[config.mk]
export PLATFORM = sky130hd
export DESIGN_NAME = touch_sense_timing_config
export DESIGN_NICKNAME = d
export VERILOG_FILES = /design/src/touch_timing_pkg.sv /design/src/touch_timer_if.sv /design/src/tick_divider.sv /design/src/touch_hold_timer.sv /design/src/touch_sense_timing_config.sv
export SDC_FILE = /design/constraint.sdc
export NUM_CORES = 1
export LEC_CHECK = 0
export ABC_AREA = 1
export BUFFER_PORTS_ARGS = -buffer_cell sky130_fd_sc_hd__clkbuf_2
export CAP_MARGIN = 20
export CORE_MARGIN = 2
export CORE_UTILIZATION = 45
export CTS_BUF_LIST = sky130_fd_sc_hd__clkbuf_4 sky130_fd_sc_hd__clkbuf_8
export DETAILED_ROUTE_END_ITERATION = 8
export PLACE_DENSITY_LB_ADDON = 0.12
export SLEW_MARGIN = 10
export SYNTH_ARGS = -nofsm -noshare
export SYNTH_HDL_FRONTEND = slang
export SYNTH_SLANG_ARGS = --single-unit
[constraint.sdc]
create_clock -name i_core_clk -period 4.17 [get_ports i_core_clk]
set_input_delay 0.6255 -clock i_core_clk [delete_from_list [all_inputs] [get_ports i_core_clk]]
set_output_delay 0.6255 -clock i_core_clk [all_outputs]
set_load 0.1 [all_outputs]
[src/touch_timing_pkg.sv]
// Constants, decode functions and types for touch timing configuration
package touch_timing_pkg;

	// ------------------------------------------------------------
	// Timebase
	// ------------------------------------------------------------
	localparam int CLK_MHZ      = 125;     // Core clock, MHz
	localparam int MS_US        = 1000;    // One millisecond, us
	localparam int SAMP_UNIT_US = 320;     // Shortest sample time, us
	localparam int MS_CYC_DEF   = CLK_MHZ * MS_US;
	localparam int SAMP_CYC_DEF = CLK_MHZ * SAMP_UNIT_US;

	// ------------------------------------------------------------
	// Register map
	// ------------------------------------------------------------
	localparam logic [7:0] ADDR_DUR_RPT  = 8'h22;
	localparam logic [7:0] ADDR_HOLD     = 8'h23;
	localparam logic [7:0] ADDR_AVG      = 8'h24;
	localparam logic [7:0] RST_DUR_RPT   = 8'hA4;
	localparam logic [7:0] RST_HOLD      = 8'h07;
	localparam logic [7:0] RST_AVG       = 8'h39;
	localparam logic [7:0] MASK_DUR_RPT  = 8'hFF;
	localparam logic [7:0] MASK_HOLD     = 8'h0F;
	localparam logic [7:0] MASK_AVG      = 8'h7F;
	localparam logic [7:0] RDATA_NONE    = 8'h00;
	localparam int DUR_MSB = 7, DUR_LSB = 4, RPT_MSB = 3, RPT_LSB = 0;
	localparam int HLD_MSB = 3, HLD_LSB = 0, AVG_MSB = 6, AVG_LSB = 4;
	localparam int SMP_MSB = 3, SMP_LSB = 2, CYC_MSB = 1, CYC_LSB = 0;

	// ------------------------------------------------------------
	// Widths and types
	// ------------------------------------------------------------
	localparam int NCH    = 3;
	localparam int DATA_W = 8;
	localparam int ACC_W  = 15;
	typedef logic [13:0] ms_t;
	localparam ms_t      STEP_MS  = 14'h0023;  // 35 ms step
	localparam logic [3:0] SMP_ONE = 4'h1;
	localparam logic [7:0] AVG_ONE = 8'h01;

	typedef enum logic [1:0] {
		ST_IDLE   = 2'b00,
		ST_SAMPLE = 2'b01,
		ST_WAIT   = 2'b10
	} seq_state_e;

	// Touch timeout code to milliseconds
	function automatic ms_t dur_ms(input logic [3:0] c);
		case (c)
			4'h0: dur_ms = 14'h0230;   // 560
			4'h1: dur_ms = 14'h0348;   // 840
			4'h2: dur_ms = 14'h0460;   // 1120
			4'h3: dur_ms = 14'h0578;   // 1400
			4'h4: dur_ms = 14'h0690;   // 1680
			4'h5: dur_ms = 14'h08C0;   // 2240
			4'h6: dur_ms = 14'h0AF0;   // 2800
			4'h7: dur_ms = 14'h0D20;   // 3360
			4'h8: dur_ms = 14'h0F50;   // 3920
			4'h9: dur_ms = 14'h1180;   // 4480
			4'hA: dur_ms = 14'h15E0;   // 5600
			4'hB: dur_ms = 14'h1A40;   // 6720
			4'hC: dur_ms = 14'h1EA0;   // 7840
			4'hD: dur_ms = 14'h22CA;   // 8906
			4'hE: dur_ms = 14'h2760;   // 10080
			default: dur_ms = 14'h2BC0; // 11200
		endcase
	endfunction

	// (code + 1) steps of 35 ms
	function automatic ms_t step_ms(input logic [3:0] c);
		step_ms = ms_t'((ms_t'(c) + 14'h0001) * STEP_MS);
	endfunction

endpackage

[src/touch_timer_if.sv]
// Signals between the sequencer and the per-input touch timers
interface touch_timer_if;
	import touch_timing_pkg::*;
	logic           tick_ms;
	logic [NCH-1:0] touch;
	logic           recal_en;
	logic [NCH-1:0] rpt_en;
	ms_t            dur;
	ms_t            hold;
	ms_t            rpt;
	logic           int_req   [NCH];
	logic           recal_req [NCH];
	logic           hold_evt  [NCH];

	modport core (output tick_ms, touch, recal_en, rpt_en, dur, hold, rpt,
		input int_req, recal_req, hold_evt);
	modport chan (input tick_ms, touch, recal_en, rpt_en, dur, hold, rpt,
		output int_req, recal_req, hold_evt);
endinterface

[src/tick_divider.sv]
// Restartable divider giving one-cycle ticks
module tick_divider
	import touch_timing_pkg::*;
#(
	parameter int unsigned PERIOD = 2
)(
	input  wire logic i_core_clk,
	input  wire logic i_rstn,
	input  wire logic i_restart,
	output logic      o_tick
);
	localparam int W = $clog2(PERIOD);
	localparam logic [W-1:0] LAST = W'(PERIOD - 1);

	logic [W-1:0] cnt_r, cnt_nxt;
	logic         tick_nxt;

	// Count and wrap
	always_comb begin
		cnt_nxt  = cnt_r + W'(1);
		tick_nxt = 1'h0;
		if (i_restart) begin
			cnt_nxt = '0;
		end else if (cnt_r == LAST) begin
			cnt_nxt  = '0;
			tick_nxt = 1'h1;
		end
	end

	always_ff @(posedge i_core_clk or negedge i_rstn) begin
		if (!i_rstn) begin
			cnt_r  <= '0;
			o_tick <= 1'h0;
		end else begin
			cnt_r  <= cnt_nxt;
			o_tick <= tick_nxt;
		end
	end
endmodule // tick_divider

[src/touch_hold_timer.sv]
// Per-input touch duration, hold qualification and repeat timer
module touch_hold_timer
	import touch_timing_pkg::*;
#(
	parameter int CH = 0
)(
	input  wire logic   i_core_clk,
	input  wire logic   i_rstn,
	touch_timer_if.chan tif
);
	logic touch, rise;
	ms_t  held_r, held_nxt, rpt_r, rpt_nxt;
	logic tch_d_r, done_r, done_nxt, hold_r, hold_nxt;
	logic int_r, int_nxt, recal_r, recal_nxt;

	assign touch = tif.touch[CH];
	assign rise  = touch && !tch_d_r;

	// Duration and repeat counting
	always_comb begin
		held_nxt  = held_r;
		rpt_nxt   = rpt_r;
		done_nxt  = done_r;
		int_nxt   = 1'h0;
		recal_nxt = 1'h0;
		hold_nxt  = touch && tif.rpt_en[CH] && (held_r > tif.hold);
		if (!touch) begin
			held_nxt = '0;
			rpt_nxt  = '0;
			done_nxt = 1'h0;
		end else if (rise) begin
			held_nxt = '0;
			int_nxt  = 1'h1;
		end else if (tif.tick_ms) begin
			if (held_r != '1) begin
				held_nxt = held_r + 14'h0001;
			end
			rpt_nxt = hold_r ? rpt_r + 14'h0001 : '0;
		end
		if (hold_r && rpt_r >= tif.rpt && touch) begin
			int_nxt = 1'h1;
			rpt_nxt = '0;
		end
		if (tif.recal_en && touch && !done_r && held_r > tif.dur) begin
			recal_nxt = 1'h1;
			done_nxt  = 1'h1;
		end
	end

	always_ff @(posedge i_core_clk or negedge i_rstn) begin
		if (!i_rstn) begin
			held_r  <= '0;
			rpt_r   <= '0;
			tch_d_r <= 1'h0;
			done_r  <= 1'h0;
			hold_r  <= 1'h0;
			int_r   <= 1'h0;
			recal_r <= 1'h0;
		end else begin
			held_r  <= held_nxt;
			rpt_r   <= rpt_nxt;
			tch_d_r <= touch;
			done_r  <= done_nxt;
			hold_r  <= hold_nxt;
			int_r   <= int_nxt;
			recal_r <= recal_nxt;
		end
	end

	assign tif.int_req[CH]   = int_r;
	assign tif.recal_req[CH] = recal_r;
	assign tif.hold_evt[CH]  = hold_r;
endmodule // touch_hold_timer

[src/touch_sense_timing_config.sv]
// Touch sensing timing registers, cycle sequencer and touch timers
// Operation
// - Touch timeout code in bits 7:4 of first register, reset 1010b.
// - Timeout codes decode to 560 ms up to 11200 ms.
// - Enabled timeout recalibrates an input touched too long.
// - Repeat code in bits 3:0, reset 0100b, (code+1) x 35 ms.
// - Held auto-repeat input interrupts on touch, then at interval.
// - Hold code in second register bits 3:0, reset 0111b.
// - Repeat-enabled touch longer than hold time is press-and-hold, else plain.
// - Averaging code bits 6:4 selects 2^n samples, reset 8.
// - Samples per channel back to back, channels in order.
// - Sample time code bits 3:2: 320us to 2.56ms, reset 2.
// - Cycle code bits 1:0: 35 to 140 ms, reset 70.
// - Sample all enabled channels first, then low-power wait.
// - Cycle stretches when samples need more than cycle time.
// - Settings apply to all enabled inputs in active state.
// - Timeout and repeat settings shared by all three inputs.
// - Only enabled channels sampled; cycle length independent of them unless stretched.
module touch_sense_timing_config
	import touch_timing_pkg::*;
#(
	parameter int unsigned MS_CYC   = MS_CYC_DEF,
	parameter int unsigned SAMP_CYC = SAMP_CYC_DEF
)(
	input  wire logic              i_core_clk,
	input  wire logic              i_rstn,
	input  wire logic [7:0]        i_reg_addr,
	input  wire logic              i_reg_wr,
	input  wire logic [7:0]        i_reg_wdata,
	output logic      [7:0]        o_reg_rdata,
	input  wire logic              i_active_mode,
	input  wire logic              i_recal_enable,
	input  wire logic [NCH-1:0]    i_chan_enable,
	input  wire logic [NCH-1:0]    i_repeat_enable,
	input  wire logic [NCH-1:0]    i_touch,
	input  wire logic [DATA_W-1:0] i_sample_data,
	output logic                   o_sample_busy,
	output logic      [1:0]        o_sample_chan,
	output logic                   o_sample_strobe,
	output logic                   o_low_power,
	output logic                   o_meas_valid,
	output logic      [1:0]        o_meas_chan,
	output logic      [DATA_W-1:0] o_meas_result,
	output logic      [NCH-1:0]    o_int_req,
	output logic      [NCH-1:0]    o_recal_req,
	output logic      [NCH-1:0]    o_hold_event
);

	// ------------------------------------------------------------
	// Declarations
	// ------------------------------------------------------------
	logic [7:0]        reg_dur_r, reg_dur_nxt;
	logic [7:0]        reg_hold_r, reg_hold_nxt;
	logic [7:0]        reg_avg_r, reg_avg_nxt;
	logic [7:0]        rdata_nxt;
	seq_state_e        st_r, st_nxt;
	logic [1:0]        ch_r, ch_nxt;
	logic [3:0]        units_r, units_nxt;
	logic [7:0]        idx_r, idx_nxt;
	logic [ACC_W-1:0]  acc_r, acc_nxt, acc_sum;
	ms_t               cyc_ms_r, cyc_ms_nxt;
	logic [7:0]        sh_dur_r, sh_dur_nxt;
	logic [7:0]        sh_hold_r, sh_hold_nxt;
	logic [7:0]        sh_avg_r, sh_avg_nxt;
	logic [NCH-1:0]    sh_en_r, sh_en_nxt;
	logic              busy_nxt, lp_nxt, strobe_nxt;
	logic              mval_nxt;
	logic [1:0]        mchan_nxt;
	logic [DATA_W-1:0] mres_nxt;
	logic              cyc_tick, smp_tick;
	logic              cyc_done, cyc_start, smp_last, meas_last;
	logic [2:0]        first_pick, next_pick;
	logic [3:0]        smp_units;
	logic [7:0]        avg_cnt;
	logic [2:0]        avg_code;

	touch_timer_if tif ();

	// First enabled channel at or above lo, valid flag on top
	function automatic logic [2:0] pick_ch(input logic [NCH-1:0] en,
		input logic [1:0] lo);
		logic found;
		found   = 1'h0;
		pick_ch = 3'h0;
		for (int i = 0; i < NCH; i++) begin
			if (!found && en[i] && 2'(i) >= lo) begin
				found   = 1'h1;
				pick_ch = {1'h1, 2'(i)};
			end
		end
	endfunction

	// ------------------------------------------------------------
	// Register file
	// ------------------------------------------------------------

	// Write decode and read mux
	always_comb begin
		reg_dur_nxt  = reg_dur_r;
		reg_hold_nxt = reg_hold_r;
		reg_avg_nxt  = reg_avg_r;
		if (i_reg_wr) begin
			if (i_reg_addr == ADDR_DUR_RPT) begin
				reg_dur_nxt = i_reg_wdata & MASK_DUR_RPT;
			end else if (i_reg_addr == ADDR_HOLD) begin
				reg_hold_nxt = i_reg_wdata & MASK_HOLD;
			end else if (i_reg_addr == ADDR_AVG) begin
				reg_avg_nxt = i_reg_wdata & MASK_AVG;
			end
		end
		if (i_reg_addr == ADDR_DUR_RPT) begin
			rdata_nxt = reg_dur_r;
		end else if (i_reg_addr == ADDR_HOLD) begin
			rdata_nxt = reg_hold_r;
		end else if (i_reg_addr == ADDR_AVG) begin
			rdata_nxt = reg_avg_r;
		end else begin
			rdata_nxt = RDATA_NONE;
		end
	end

	always_ff @(posedge i_core_clk or negedge i_rstn) begin
		if (!i_rstn) begin
			reg_dur_r   <= RST_DUR_RPT;
			reg_hold_r  <= RST_HOLD;
			reg_avg_r   <= RST_AVG;
			o_reg_rdata <= RDATA_NONE;
		end else begin
			reg_dur_r   <= reg_dur_nxt;
			reg_hold_r  <= reg_hold_nxt;
			reg_avg_r   <= reg_avg_nxt;
			o_reg_rdata <= rdata_nxt;
		end
	end

	// ------------------------------------------------------------
	// Timebases
	// ------------------------------------------------------------

	// Free millisecond tick for the touch timers
	tick_divider #(.PERIOD(MS_CYC)) u_ms_tick (
		.i_core_clk (i_core_clk),
		.i_rstn     (i_rstn),
		.i_restart  (1'h0),
		.o_tick     (tif.tick_ms)
	);

	// Millisecond tick aligned to cycle start
	tick_divider #(.PERIOD(MS_CYC)) u_cyc_tick (
		.i_core_clk (i_core_clk),
		.i_rstn     (i_rstn),
		.i_restart  (cyc_start),
		.o_tick     (cyc_tick)
	);

	// Sample-time unit tick aligned to cycle start
	tick_divider #(.PERIOD(SAMP_CYC)) u_smp_tick (
		.i_core_clk (i_core_clk),
		.i_rstn     (i_rstn),
		.i_restart  (cyc_start),
		.o_tick     (smp_tick)
	);

	// ------------------------------------------------------------
	// Sensing cycle sequencer
	// ------------------------------------------------------------

	// Decoded shadow settings
	assign avg_code   = sh_avg_r[AVG_MSB:AVG_LSB];
	assign smp_units  = SMP_ONE << sh_avg_r[SMP_MSB:SMP_LSB];
	assign avg_cnt    = AVG_ONE << avg_code;
	assign cyc_done   = cyc_ms_r >=
		step_ms({2'h0, sh_avg_r[CYC_MSB:CYC_LSB]});
	assign cyc_start  = i_active_mode &&
		(st_r == ST_IDLE || (st_r == ST_WAIT && cyc_done));
	assign smp_last   = units_r == smp_units - SMP_ONE;
	assign meas_last  = idx_r == avg_cnt - AVG_ONE;
	assign acc_sum    = acc_r + ACC_W'(i_sample_data);
	assign first_pick = pick_ch(i_chan_enable, 2'h0);
	assign next_pick  = pick_ch(sh_en_r, ch_r + 2'h1);

	// Next state of the sequencer
	always_comb begin
		st_nxt      = st_r;
		ch_nxt      = ch_r;
		units_nxt   = units_r;
		idx_nxt     = idx_r;
		acc_nxt     = acc_r;
		sh_dur_nxt  = sh_dur_r;
		sh_hold_nxt = sh_hold_r;
		sh_avg_nxt  = sh_avg_r;
		sh_en_nxt   = sh_en_r;
		strobe_nxt  = 1'h0;
		mval_nxt    = 1'h0;
		mchan_nxt   = o_meas_chan;
		mres_nxt    = o_meas_result;
		cyc_ms_nxt  = cyc_ms_r;
		if (cyc_tick && cyc_ms_r != '1) begin
			cyc_ms_nxt = cyc_ms_r + 14'h0001;
		end
		case (st_r)
			ST_IDLE, ST_WAIT: begin
				if (cyc_start) begin
					sh_dur_nxt  = reg_dur_r;
					sh_hold_nxt = reg_hold_r;
					sh_avg_nxt  = reg_avg_r;
					sh_en_nxt   = i_chan_enable;
					cyc_ms_nxt  = '0;
					units_nxt   = '0;
					idx_nxt     = '0;
					acc_nxt     = '0;
					if (first_pick[2]) begin
						st_nxt = ST_SAMPLE;
						ch_nxt = first_pick[1:0];
					end else begin
						st_nxt = ST_WAIT;
					end
				end else if (st_r == ST_WAIT && !i_active_mode) begin
					st_nxt = ST_IDLE;
				end
			end
			ST_SAMPLE: begin
				if (smp_tick) begin
					if (smp_last) begin
						units_nxt  = '0;
						strobe_nxt = 1'h1;
						if (meas_last) begin
							mval_nxt  = 1'h1;
							mchan_nxt = ch_r;
							mres_nxt  = DATA_W'(acc_sum >> avg_code);
							acc_nxt   = '0;
							idx_nxt   = '0;
							if (next_pick[2]) begin
								ch_nxt = next_pick[1:0];
							end else begin
								st_nxt = ST_WAIT;
							end
						end else begin
							acc_nxt = acc_sum;
							idx_nxt = idx_r + 8'h01;
						end
					end else begin
						units_nxt = units_r + 4'h1;
					end
				end
			end
			default: begin
				st_nxt = ST_IDLE;
			end
		endcase
		busy_nxt = st_nxt == ST_SAMPLE;
		lp_nxt   = st_nxt != ST_SAMPLE;
	end

	// Sequencer registers
	always_ff @(posedge i_core_clk or negedge i_rstn) begin
		if (!i_rstn) begin
			st_r            <= ST_IDLE;
			ch_r            <= 2'h0;
			units_r         <= 4'h0;
			idx_r           <= 8'h00;
			acc_r           <= '0;
			cyc_ms_r        <= '0;
			sh_dur_r        <= RST_DUR_RPT;
			sh_hold_r       <= RST_HOLD;
			sh_avg_r        <= RST_AVG;
			sh_en_r         <= '0;
			o_sample_strobe <= 1'h0;
			o_sample_busy   <= 1'h0;
			o_low_power     <= 1'h1;
			o_meas_valid    <= 1'h0;
			o_meas_chan     <= 2'h0;
			o_meas_result   <= '0;
		end else begin
			st_r            <= st_nxt;
			ch_r            <= ch_nxt;
			units_r         <= units_nxt;
			idx_r           <= idx_nxt;
			acc_r           <= acc_nxt;
			cyc_ms_r        <= cyc_ms_nxt;
			sh_dur_r        <= sh_dur_nxt;
			sh_hold_r       <= sh_hold_nxt;
			sh_avg_r        <= sh_avg_nxt;
			sh_en_r         <= sh_en_nxt;
			o_sample_strobe <= strobe_nxt;
			o_sample_busy   <= busy_nxt;
			o_low_power     <= lp_nxt;
			o_meas_valid    <= mval_nxt;
			o_meas_chan     <= mchan_nxt;
			o_meas_result   <= mres_nxt;
		end
	end

	assign o_sample_chan = ch_r;

	// ------------------------------------------------------------
	// Touch timers
	// ------------------------------------------------------------

	assign tif.touch    = i_touch;
	assign tif.recal_en = i_recal_enable;
	assign tif.rpt_en   = i_repeat_enable;
	assign tif.dur      = dur_ms(sh_dur_r[DUR_MSB:DUR_LSB]);
	assign tif.hold     = step_ms(sh_hold_r[HLD_MSB:HLD_LSB]);
	assign tif.rpt      = step_ms(sh_dur_r[RPT_MSB:RPT_LSB]);

	// One timer per input
	for (genvar g = 0; g < NCH; g++) begin : g_ch
		touch_hold_timer #(.CH(g)) u_timer (
			.i_core_clk (i_core_clk),
			.i_rstn     (i_rstn),
			.tif        (tif.chan)
		);
		assign o_int_req[g]    = tif.int_req[g];
		assign o_recal_req[g]  = tif.recal_req[g];
		assign o_hold_event[g] = tif.hold_evt[g];
	end
endmodule // touch_sense_timing_config

==> flow_summary_export.csv, run 1 <==
group,metric,value,unit
min_path,whs_path_depth,3,
clock_tree,clk_pin_slew_worst_paths,0.06,ns
die,die-area,40300,µm²
cells_and_area,syn_to_final_growth,16.0,%
drt,drc,0,
global_route,grt_pass1_vias,14800,
drt,viasPerCell,5.20,
yosys,synth_seq_cells,260,
clock_tree,cts_htree_levels,2,
yosys,seq_area_frac_synth,37.5,%
yosys,ys_warn_count,0,
yosys,synth_area,17400,µm²
sta,fin_hold_ws,0.202,ns
status,status,"finished, final reports clean",
global_route,grt_max_degree,85,
worst_setup_path,cpMaxStageDelayCell,"dfstp_2",
yosys,synth_top_area_cell,"dfrtp_1",
sta,slew_viol_final,0,
yosys,synth_cell_types,60,
power,intPower,5.15,mW
yosys,syn-num-nets,2448,
drt,vias,15200,
clock_tree,numClockSinks,260,
worst_setup_path,reg2reg_from,"sh_dur_r[2]$_DFFE_PN1P_",
worst_setup_path,critPathRequiredTime,4.69,ns
clock_tree,clk_latency,0.65,ns
cells_and_area,drive_above_1_share,15.2,%
sta,final.period_utilization,96.6,%
sta,relSlewSlack,29.9,%
clock_tree,tritoncts,"built",
cells_and_area,multi_input_area,9810,µm²
worst_setup_path,ff2ff_setup_slack,0.14,ns
sta,finalHoldViolCount,0,
power,peakVddDrop,0.000370,V
min_path,hp-class,"in -> reg",
worst_setup_path,crit_path_start_kind,"flop",
clock_tree,cts_buffer_depth,3,
yosys,avgSynthCellArea,7.76,µm²
global_route,grt_pass1_wl,74.6,mm
sta,rsz0062_at_grt,"true",
global_route,overflow,0,
cells_and_area,fillers,3724,
drt,wirelength,45.3,mm
drt,drtPass1Iterations,8,
global_route,grt_antenna_before_repair,1,
die,coreArea,38500,µm²
run,max_cap_violations,0,
power,switching_share,36.7,%
die,die_y,201,µm
die,start_util,45.3,%
die,die_x,201,µm
yosys,synth_edf_count,0,
sta,min_period,4.03,ns
min_path,min_from,"i_reg_wdata[7]",
yosys,synth_cells,2245,
yosys,synth_ff_type,"dfrtp_1",
power,power_switching,2.99,mW
placed_design,dp_slack,-0.178,ns
drt,drtIter0Drc,848,
worst_setup_path,crit_fanout,6,
worst_setup_path,r2r_end,"g_ch[0].u_timer.rpt_r[1]$_DFFE_PN0P_",
worst_setup_path,crit_path_start,"sh_dur_r[2]$_DFFE_PN1P_",
power,power_density,403,nW/µm²
placed_design,place_congestion,0.849,
cells_and_area,nets,2574,
worst_setup_path,crit_type,"reg -> reg",
drt,ant_nets,0,
placed_design,dp_hpwl,32.8,mm
clock_tree,numCtsBuffers,49,
power,p_seq_share,35.6,%
placed_design,io_buffers,70,
global_route,grt.total_usage,22.6,%
yosys,synth_area_leaders,"dfrtp_1 34%, ha_1 12%, nand2_1 10%, inv_1 6.1%, nand3_1 5.3%",
clock_tree,cts_root_buf,"clkbuf_8",
worst_setup_path,r2r_cells,31,
cells_and_area,ff_latch_area,6530,µm²
power,p_comb_share,28.9,%
sta,setup_slack,0.142,ns
power,power.leakage,9.83,nW
sta,fmax,248,MHz
die,io_pins,71,
worst_setup_path,arrival,4.54,ns
yosys,synth_top_area_share,34.3,%
worst_setup_path,end_kind,"flop",
sta,fin_skew,0.0331,ns
worst_setup_path,slowest_delay,0.60,ns
min_path,whs_endpoint,"reg_dur_r[7]$_DFFE_PN1P_",
sta,setup_viol,0,
sta,max_slew.worst_pin.slew,1.05,ns
die,rows,72,
drt,wl_per_cell,15.5,µm
power,pwr-share-clk,35.5,%
yosys,async_reset_ff_share,100,%
==> layout by cell type (no fill, tap or decap), types with 59 or more instances in the layout <==
cell type / instances
clkbuf_8: 66
dfrtp_1: 238
clkbuf_2: 69
ha_1: 153
o21ai_0: 121
nand3_1: 170
nor2_1: 208
xor2_1: 61
nand4_1: 59
a21oi_1: 102
inv_1: 275
nand2_1: 456
==> timing repair <==
action	CTS	global route
buffers inserted	8	10
gates cloned	1	3
pin swaps	8	44
endpoints found under the setup margin	39	47
hold buffers	1	0
hold endpoints to repair	7	0
gates resized for setup	16	78
==> through the flow <==
step | area (µm²) | std cells | setup TNS, ns | utilization [%] | total power, mW
floorplan | 17400 | 2245 | 0 | - | 4.59
global placement | 18400 | 2815 | 0 | 48.0 | 5.16
detailed placement | 18400 | 2815 | -2.96 | 48.0 | 5.21
CTS | 19800 | 2917 | 0 | 51.4 | 8.18
global route | 20200 | 2931 | -3.22 | 52.5 | 8.69
finish | 20200 | 2931 | 0 | 52.5 | 8.14
==> power by group through the flow <==
stage	Sequential (mW)	Combinational [mW]	Clock (mW)
6_report	2.90	2.36	2.89
3_5_place_dp	2.94	2.28	0
3_3_place_gp	2.93	2.23	0
5_1_grt	2.93	2.67	3.09
4_1_cts	2.89	2.31	2.98
2_1_floorplan	3.01	1.57	0
==> cell type report <==
| cell class | instances | share of cell area, % |
|---|---|---|
| multi-input combinational | 1637 | 48.5 |
| sequential | 260 | 32.3 |
| inverter | 292 | 5.47 |
| clock buffer | 81 | 5.05 |
| timing repair buffer | 131 | 4.76 |
| tap | 518 | 3.21 |
| clock inverter | 11 | 0.644 |
| antenna | 1 | 0.0124 |
==> state kept, by name, indices dropped and copies added, names as in the netlist, 14 cells and up <==
name                 cells
u_cyc_tick.cnt_r        17
u_ms_tick.cnt_r         17
g_ch.u_timer.rpt_r      42
g_ch.u_timer.held_r     42
acc_r                   15
cyc_ms_r                14
u_smp_tick.cnt_r        16
==> routing by layer <==
layer / part of all wire [%] / vias up / track usage (%)
li1: - / 7691 / -
met4: 2.2 / 0 / 6.77
met5: 0 / - / 0
met3: 4.4 / 68 / 3.80
met1: 47 / 7187 / 30.8
met2: 47 / 285 / 36.9
==> cells in the mapped netlist (all sizes together), types with 34 or more instances <==
| library cell | count |
|---|---|
| a21oi | 105 |
| nor3 | 63 |
| dfrtp | 239 |
| xor2 | 62 |
| nor2 | 221 |
| inv | 291 |
| ha | 162 |
| nand4 | 60 |
| nand3 | 188 |
| o21ai | 136 |
| nand2 | 491 |
| buf | 34 |
==> worst max-delay path, delay by kind of cell, from the launching register on <==
| kind | cells | cell delay [ns] |
|---|---|---|
| adders and majority gates | 5 | 1.16 |
| DFF | 1 | 0.60 |
| buffers and inverters | 8 | 0.70 |
| and+or+nand+nor | 16 | 1.22 |
| AOI/OAI and AO/OA | 1 | 0.13 |
| xor gates and xnor gates | 1 | 0.09 |
==> cells by family after synthesis <==
group                    after synthesis  share of synthesized area [%]
AND/OR/NAND/NOR                     1081                           28.2
buffers and inverters                349                           8.24
AO/OA/AOI/OAI                        300                           9.59
flip-flops                           260                           37.5
adder cells (fa/ha/maj)              165                           12.0
XOR/XNOR                              90                           4.52
==> worst max-delay path by stage <==
stage	endpoint	slack, ns	cells past startpoint
2_1_floorplan	g_ch[2].u_timer.rpt_r[10]$_DFFE_PN0P_	0.07	30
3_3_place_gp	g_ch[2].u_timer.rpt_r[4]$_DFFE_PN0P_	0.003	28
3_5_place_dp	g_ch[2].u_timer.rpt_r[7]$_DFFE_PN0P_	-0.18	28
4_1_cts	g_ch[0].u_timer.rpt_r[4]$_DFFE_PN0P_	0.01	29
5_1_grt	g_ch[0].u_timer.rpt_r[2]$_DFFE_PN0P_	-0.14	28
6_report	g_ch[0].u_timer.rpt_r[1]$_DFFE_PN0P_	0.14	31
Note: power is estimated with default switching activity, not from simulation.
==> run 2: changes to the inputs <==
Settings changed: CELL_PAD_IN_SITES_DETAIL_PLACEMENT set to 1, CELL_PAD_IN_SITES_GLOBAL_PLACEMENT set to 2, CORE_UTILIZATION 45 to 35, CTS_CLUSTER_SIZE set to 28.
==> run 2 against run 1 <==
Against the previous run: highest routed layer unchanged; sequential cell count is the same; core utilization shrank 11 points; critical path depth decreased by 1; worst setup slack better by 0.012 ns; register-to-register slack about the same; critical endpoint is now g_ch[0].u_timer.rpt_r[4]$_DFFE_PN0P_; fmax rose by 0.30%; combinational power rose by 5%; clock-buffer cell count up 9.
==> flow_summary_export.csv, run 2 (synthesis results as in run 1) <==
group,metric,value,unit
power,intPower,5.33,mW
sta,fin_skew,0.0240,ns
worst_setup_path,critPathRequiredTime,4.78,ns
drt,wirelength,51.8,mm
placed_design,dp_hpwl,39.1,mm
worst_setup_path,slowest_delay,0.59,ns
global_route,grt_max_degree,95,
placed_design,io_buffers,70,
worst_setup_path,crit_type,"reg -> reg",
sta,final.period_utilization,96.3,%
global_route,grt_antenna_before_repair,1,
sta,setup_viol,0,
die,die-area,51600,µm²
worst_setup_path,end_kind,"flop",
cells_and_area,fillers,6041,
die,rows,81,
drt,viasPerCell,5.04,
run,max_cap_violations,0,
sta,fin_setup_tns,0,ns
worst_setup_path,crit_path_start,"sh_dur_r[2]$_DFFE_PN1P_",
cells_and_area,design_area,20500,µm²
drt,wl_per_cell,16.7,µm
cells_and_area,syn_to_final_growth,17.9,%
cells_and_area,nets,2597,
power,p_comb_share,29.3,%
clock_tree,cts_buffer_depth,3,
sta,finalHoldViolCount,0,
worst_setup_path,crit_path_start_kind,"flop",
power,p_seq_share,34.1,%
global_route,grt_use_met1,26.1,%
drt,ant_nets,0,
cells_and_area,diodes,0,
clock_tree,numCtsBuffers,53,
clock_tree,cts_htree_levels,2,
sta,rsz0062_at_grt,"true",
power,pwr-share-clk,36.6,%
power,switching_share,36.9,%
status,status,"finished, final reports clean",
sta,max_slew.worst_pin.slew,0.781,ns
sta,fmax,249,MHz
worst_setup_path,r2r_cells,30,
worst_setup_path,r2r_end,"g_ch[0].u_timer.rpt_r[4]$_DFFE_PN0P_",
global_route,use_met2,35.2,%
sta,min_period,4.02,ns
global_route,grt_util_met3,3.39,%
cells_and_area,biggestRegsByFlops,"g_ch.u_timer.held_r: 42 flops, g_ch.u_timer.rpt_r: 42 flops",
sta,fin_hold_ws,0.202,ns
clock_tree,numClockSinks,260,
global_route,grt_pass1_wl,84.3,mm
worst_setup_path,arrival,4.62,ns
power,total_power,8.45,mW
cells_and_area,drive_above_1_share,15.9,%
worst_setup_path,cp-endpoint,"g_ch[0].u_timer.rpt_r[4]$_DFFE_PN0P_",
min_path,hp-class,"in -> reg",
power,power_density,411,nW/µm²
cells_and_area,layout_common_cells,"467 x nand2_1, 275 x inv_1, 238 x dfrtp_1",
placed_design,place_congestion,0.778,
die,die_x,227,µm
sta,slew_viol_final,0,
global_route,overflow,0,
cells_and_area,layoutNonFillerInstCount,3102,
worst_setup_path,reg2reg_from,"sh_dur_r[2]$_DFFE_PN1P_",
sta,setup_slack,0.155,ns
drt,drc,0,
drt,drtPass1Iterations,6,
worst_setup_path,cpMaxStageDelayCell,"dfstp_2",
clock_tree,tritoncts,"built",
clock_tree,clk_pin_slew_worst_paths,0.06,ns
worst_setup_path,ff2ff_setup_slack,0.15,ns
global_route,grt.total_usage,20.3,%
clock_tree,cts_root_buf,"clkbuf_8",
global_route,busiest_layer,"met2",
drt,vias,15600,
drt,drtIter0Drc,592,
global_route,grt_pass1_vias,16400,
die,die_y,227,µm
die,io_pins,71,
placed_design,placedCellCount,2988,
power,power.leakage,9.94,nW
sta,relSlewSlack,47.9,%
die,start_util,35.5,%
cells_and_area,utilization,41.9,%
power,peakVddDrop,0.000299,V
worst_setup_path,crit_fanout,6,
power,power_switching,3.12,mW
placed_design,placed_area,18800,µm²
cells_and_area,layout_commonest_cell,"nand2_1",
placed_design,dp_slack,-0.0341,ns
clock_tree,clk_latency,0.68,ns
die,coreArea,49100,µm²
## run 2: what timing repair did
item / CTS / global route
pin swaps: 1 / 34
gates resized for setup: 4 / 85
buffers inserted: 0 / 9
gates cloned: 0 / 5
endpoints found under the setup margin: 39 / 48
hold endpoints to repair: 21 / 0
hold buffers: 1 / 0
## run 2: layout make-up
| class | instances | area, µm² | share of cell area (%) |
|---|---|---|---|
| timing repair buffer | 150 | 1060 | 5.17 |
| clock buffer | 90 | 1130 | 5.48 |
| tap | 664 | 831 | 4.04 |
| clock inverter | 9 | 115 | 0.560 |
| sequential | 260 | 6530 | 31.8 |
| multi-input combinational | 1637 | 9780 | 47.6 |
| inverter | 292 | 1100 | 5.35 |
## run 2: worst min-delay path by stage
| stage | start | cells past startpoint | end |
|---|---|---|---|
| floorplan | i_rstn | 0 | acc_r[0]$_DFFE_PN0P_ |
| global placement | u_cyc_tick.cnt_r[0]$_DFF_PN0_ | 1 | u_cyc_tick.cnt_r[0]$_DFF_PN0_ |
| detailed placement | u_ms_tick.cnt_r[5]$_DFF_PN0_ | 1 | u_ms_tick.cnt_r[5]$_DFF_PN0_ |
| CTS | i_reg_wdata[7] | 3 | reg_dur_r[7]$_DFFE_PN1P_ |
| global route | i_reg_wdata[4] | 3 | reg_avg_r[4]$_DFFE_PN1P_ |
| finish | i_reg_wdata[7] | 3 | reg_dur_r[7]$_DFFE_PN1P_ |
## run 2: critical path: cells and delay by family, from the launching register on
kind	cells	cell delay [ns]
and+or+nand+nor	16	1.22
adders and majority gates	5	1.10
buffers and inverters	7	0.67
DFF	1	0.59
xor gates and xnor gates	1	0.22
AOI/OAI and AO/OA	1	0.14
## run 2: power groups by stage
stage	sequential (mW)	clock [mW]	combinational, mW
finish	2.88	3.09	2.48
global route	2.91	3.31	2.81
CTS	2.89	3.19	2.47
detailed placement	2.93	0	2.45
global placement	2.92	0	2.38
floorplan	3.01	0	1.57
## run 2: metal layers
metal,vias up,wire [µm]
li1,7743,-
met1,7679,23900
met2,122,25200
met3,78,1540
met4,0,1140
met5,-,0
==> run 3: changes to the inputs <==
==> constraint.sdc (replaced) <==
create_clock -name i_core_clk -period 4.17 [get_ports i_core_clk]
set_input_delay 0.2085 -clock i_core_clk [delete_from_list [all_inputs] [get_ports i_core_clk]]
set_output_delay 0.2085 -clock i_core_clk [all_outputs]
set_load 0.1 [all_outputs]
==> run 3 against run 2 <==
Against the previous run: clock power is essentially flat; first-iteration DRC count shrank 6.1%; wire length grew 0.37%; sequential cell count is the same; total power grew 0.36%; register-to-register slack lost 0.02 ns; sequential power is essentially flat; clock skew grew 0.0085 ns; clock-buffer cell count shrank 10; final area grew 2.0%; worst setup slack lost 0.016 ns.
==> flow_summary_export.csv, run 3 (synthesis results as in run 1) <==
group,metric,value,unit
sta,setup_viol,0,
clock_tree,numCtsBuffers,52,
clock_tree,cts_htree_levels,2,
die,rows,81,
global_route,grt_pass1_vias,16300,
sta,rsz0062_at_grt,"true",
sta,min_period,4.03,ns
global_route,grt.total_usage,20.4,%
power,power.leakage,10.0,nW
cells_and_area,layout_commonest_cell,"nand2_1",
power,power_density,405,nW/µm²
drt,drtIter0Drc,556,
worst_setup_path,path_delay_family,"simple AND/OR/NAND/NOR gates",
die,die_x,227,µm
clock_tree,numClockSinks,260,
global_route,grt_pass1_wl,84.2,mm
drt,viasPerCell,5.02,
sta,finalHoldViolCount,0,
drt,wirelength,52.0,mm
sta,final.period_utilization,96.7,%
run,max_cap_violations,0,
global_route,grt_antenna_before_repair,3,
cells_and_area,layoutNonFillerInstCount,3120,
die,start_util,35.5,%
drt,wl_per_cell,16.7,µm
power,peakVddDrop,0.000243,V
sta,fin_skew,0.0325,ns
sta,relSlewSlack,45.4,%
placed_design,placedCellCount,2982,
worst_setup_path,arrival,4.57,ns
sta,fin_hold_ws,0.0607,ns
die,die-area,51600,µm²
sta,fmax,248,MHz
drt,drtPass1Iterations,5,
worst_setup_path,crit_type,"reg -> reg",
drt,ant_nets,0,
die,die_y,227,µm
die,coreArea,49100,µm²
sta,max_slew.worst_pin.slew,0.811,ns
clock_tree,cts_root_buf,"clkbuf_8",
min_path,hp-class,"in -> reg",
placed_design,dp_hpwl,38.5,mm
sta,fin_setup_tns,0,ns
placed_design,io_buffers,70,
placed_design,place_congestion,0.789,
global_route,grt_max_degree,106,
drt,drc,0,
clock_tree,tritoncts,"built",
worst_setup_path,critPathRequiredTime,4.71,ns
status,status,"finished, final reports clean",
power,total_power,8.48,mW
drt,vias,15700,
worst_setup_path,path_buf_inv,7,
worst_setup_path,end_kind,"flop",
clock_tree,clk_pin_slew_worst_paths,0.06,ns
cells_and_area,nets,2616,
clock_tree,clk_latency,0.66,ns
sta,slew_viol_final,0,
cells_and_area,syn_to_final_growth,20.3,%
cells_and_area,biggestRegsByFlops,"g_ch.u_timer.held_r: 42 flops, g_ch.u_timer.rpt_r: 42 flops",
global_route,overflow,0,
worst_setup_path,crit_fanout,6,
worst_setup_path,crit_path_start_kind,"flop",
cells_and_area,fillers,5997,
clock_tree,cts_buffer_depth,3,
worst_setup_path,slowest_delay,0.59,ns
worst_setup_path,cpMaxStageDelayCell,"dfstp_2",
die,io_pins,71,
cells_and_area,drive_above_1_share,16.9,%
cells_and_area,layout_common_cells,"452 x nand2_1, 277 x inv_1, 239 x dfrtp_1",
## run 3: changes by cell type in the layout (fill, tap and decap cells not counted), sizes merged
cell / previous run / this run
diode: 0 / 1
buf: 79 / 73
clkbuf: 160 / 150
clkinv: 5 / 12
bufinv: 2 / 4
clkinvlp: 1 / 0
inv: 293 / 292
dlygate4sd3: 1 / 27
## run 3: cell type report
class,instances,area [µm²],area share [%]
multi-input cells,1637,10000,47.7
flip-flops and latches,260,6530,31.2
repair buffers,170,1270,6.07
inverters,292,1100,5.24
clock buffers,80,1020,4.87
well taps,664,831,3.96
clock inverters,16,195,0.931
diodes,1,2.50,0.0119
## run 3: where the power goes
group / internal (mW) / switching (mW) / total, mW / leakage (nW)
Sequential: 2.72 / 0.170 / 2.89 / 3.47
Clock: 1.81 / 1.27 / 3.08 / 0.649
Combinational: 0.816 / 1.69 / 2.51 / 5.92
## run 3: worst register-to-register path: cells and delay by family, from the launching register on
family,cells,cell delay [ns]
AND/OR/NAND/NOR,16,1.29
flip-flops,1,0.59
AO/OA/AOI/OAI,1,0.17
buffers and inverters,7,0.60
adder cells (fa/ha/maj),5,1.17
XOR/XNOR,1,0.10
## run 3: routing by layer
layer	track usage, %	part of all wire (%)
met5	0	0.021
met4	5.99	2.4
met3	2.99	2.7
met2	35.6	49
met1	26.1	46
## run 3: metrics by stage
step	util [%]	cell area (µm²)	worst slack, ns
after CTS	41.3	20300	0.0000733
after detailed placement	38.3	18800	-0.0831
after floorplan	-	17400	0.0741
after global placement	38.2	18800	0.00792
after global routing	42.7	21000	-0.130
final	42.7	21000	0.139
## run 3: final timing paths
path | start | slack, ns | to | cells after the start
max | sh_dur_r[2]$_DFFE_PN1P_ | 0.14 | g_ch[0].u_timer.rpt_r[2]$_DFFE_PN0P_ | 30
min | i_sample_data[1] | 0.06 | acc_r[1]$_DFFE_PN0P_ | 4
max reg2reg | sh_dur_r[2]$_DFFE_PN1P_ | 0.14 | g_ch[0].u_timer.rpt_r[2]$_DFFE_PN0P_ | 30
min reg2reg | u_cyc_tick.cnt_r[0]$_DFF_PN0_ | 0.46 | u_cyc_tick.cnt_r[0]$_DFF_PN0_ | 1
max in group asynchronous | i_rstn | 2.92 | g_ch[0].u_timer.held_r[4]$_DFFE_PN0P_ | 3
min in group asynchronous | i_rstn | 0.12 | acc_r[2]$_DFFE_PN0P_ | 2
## run 3: what timing repair did
action / 4_1_cts / 5_1_grt
buffers inserted: 1 / 10
hold buffers: 27 / 0
hold endpoints to repair: 121 / 0
resized for setup: 5 / 123
setup endpoints to repair: 33 / 48
gates cloned: 0 / 4
pin swaps: 1 / 65
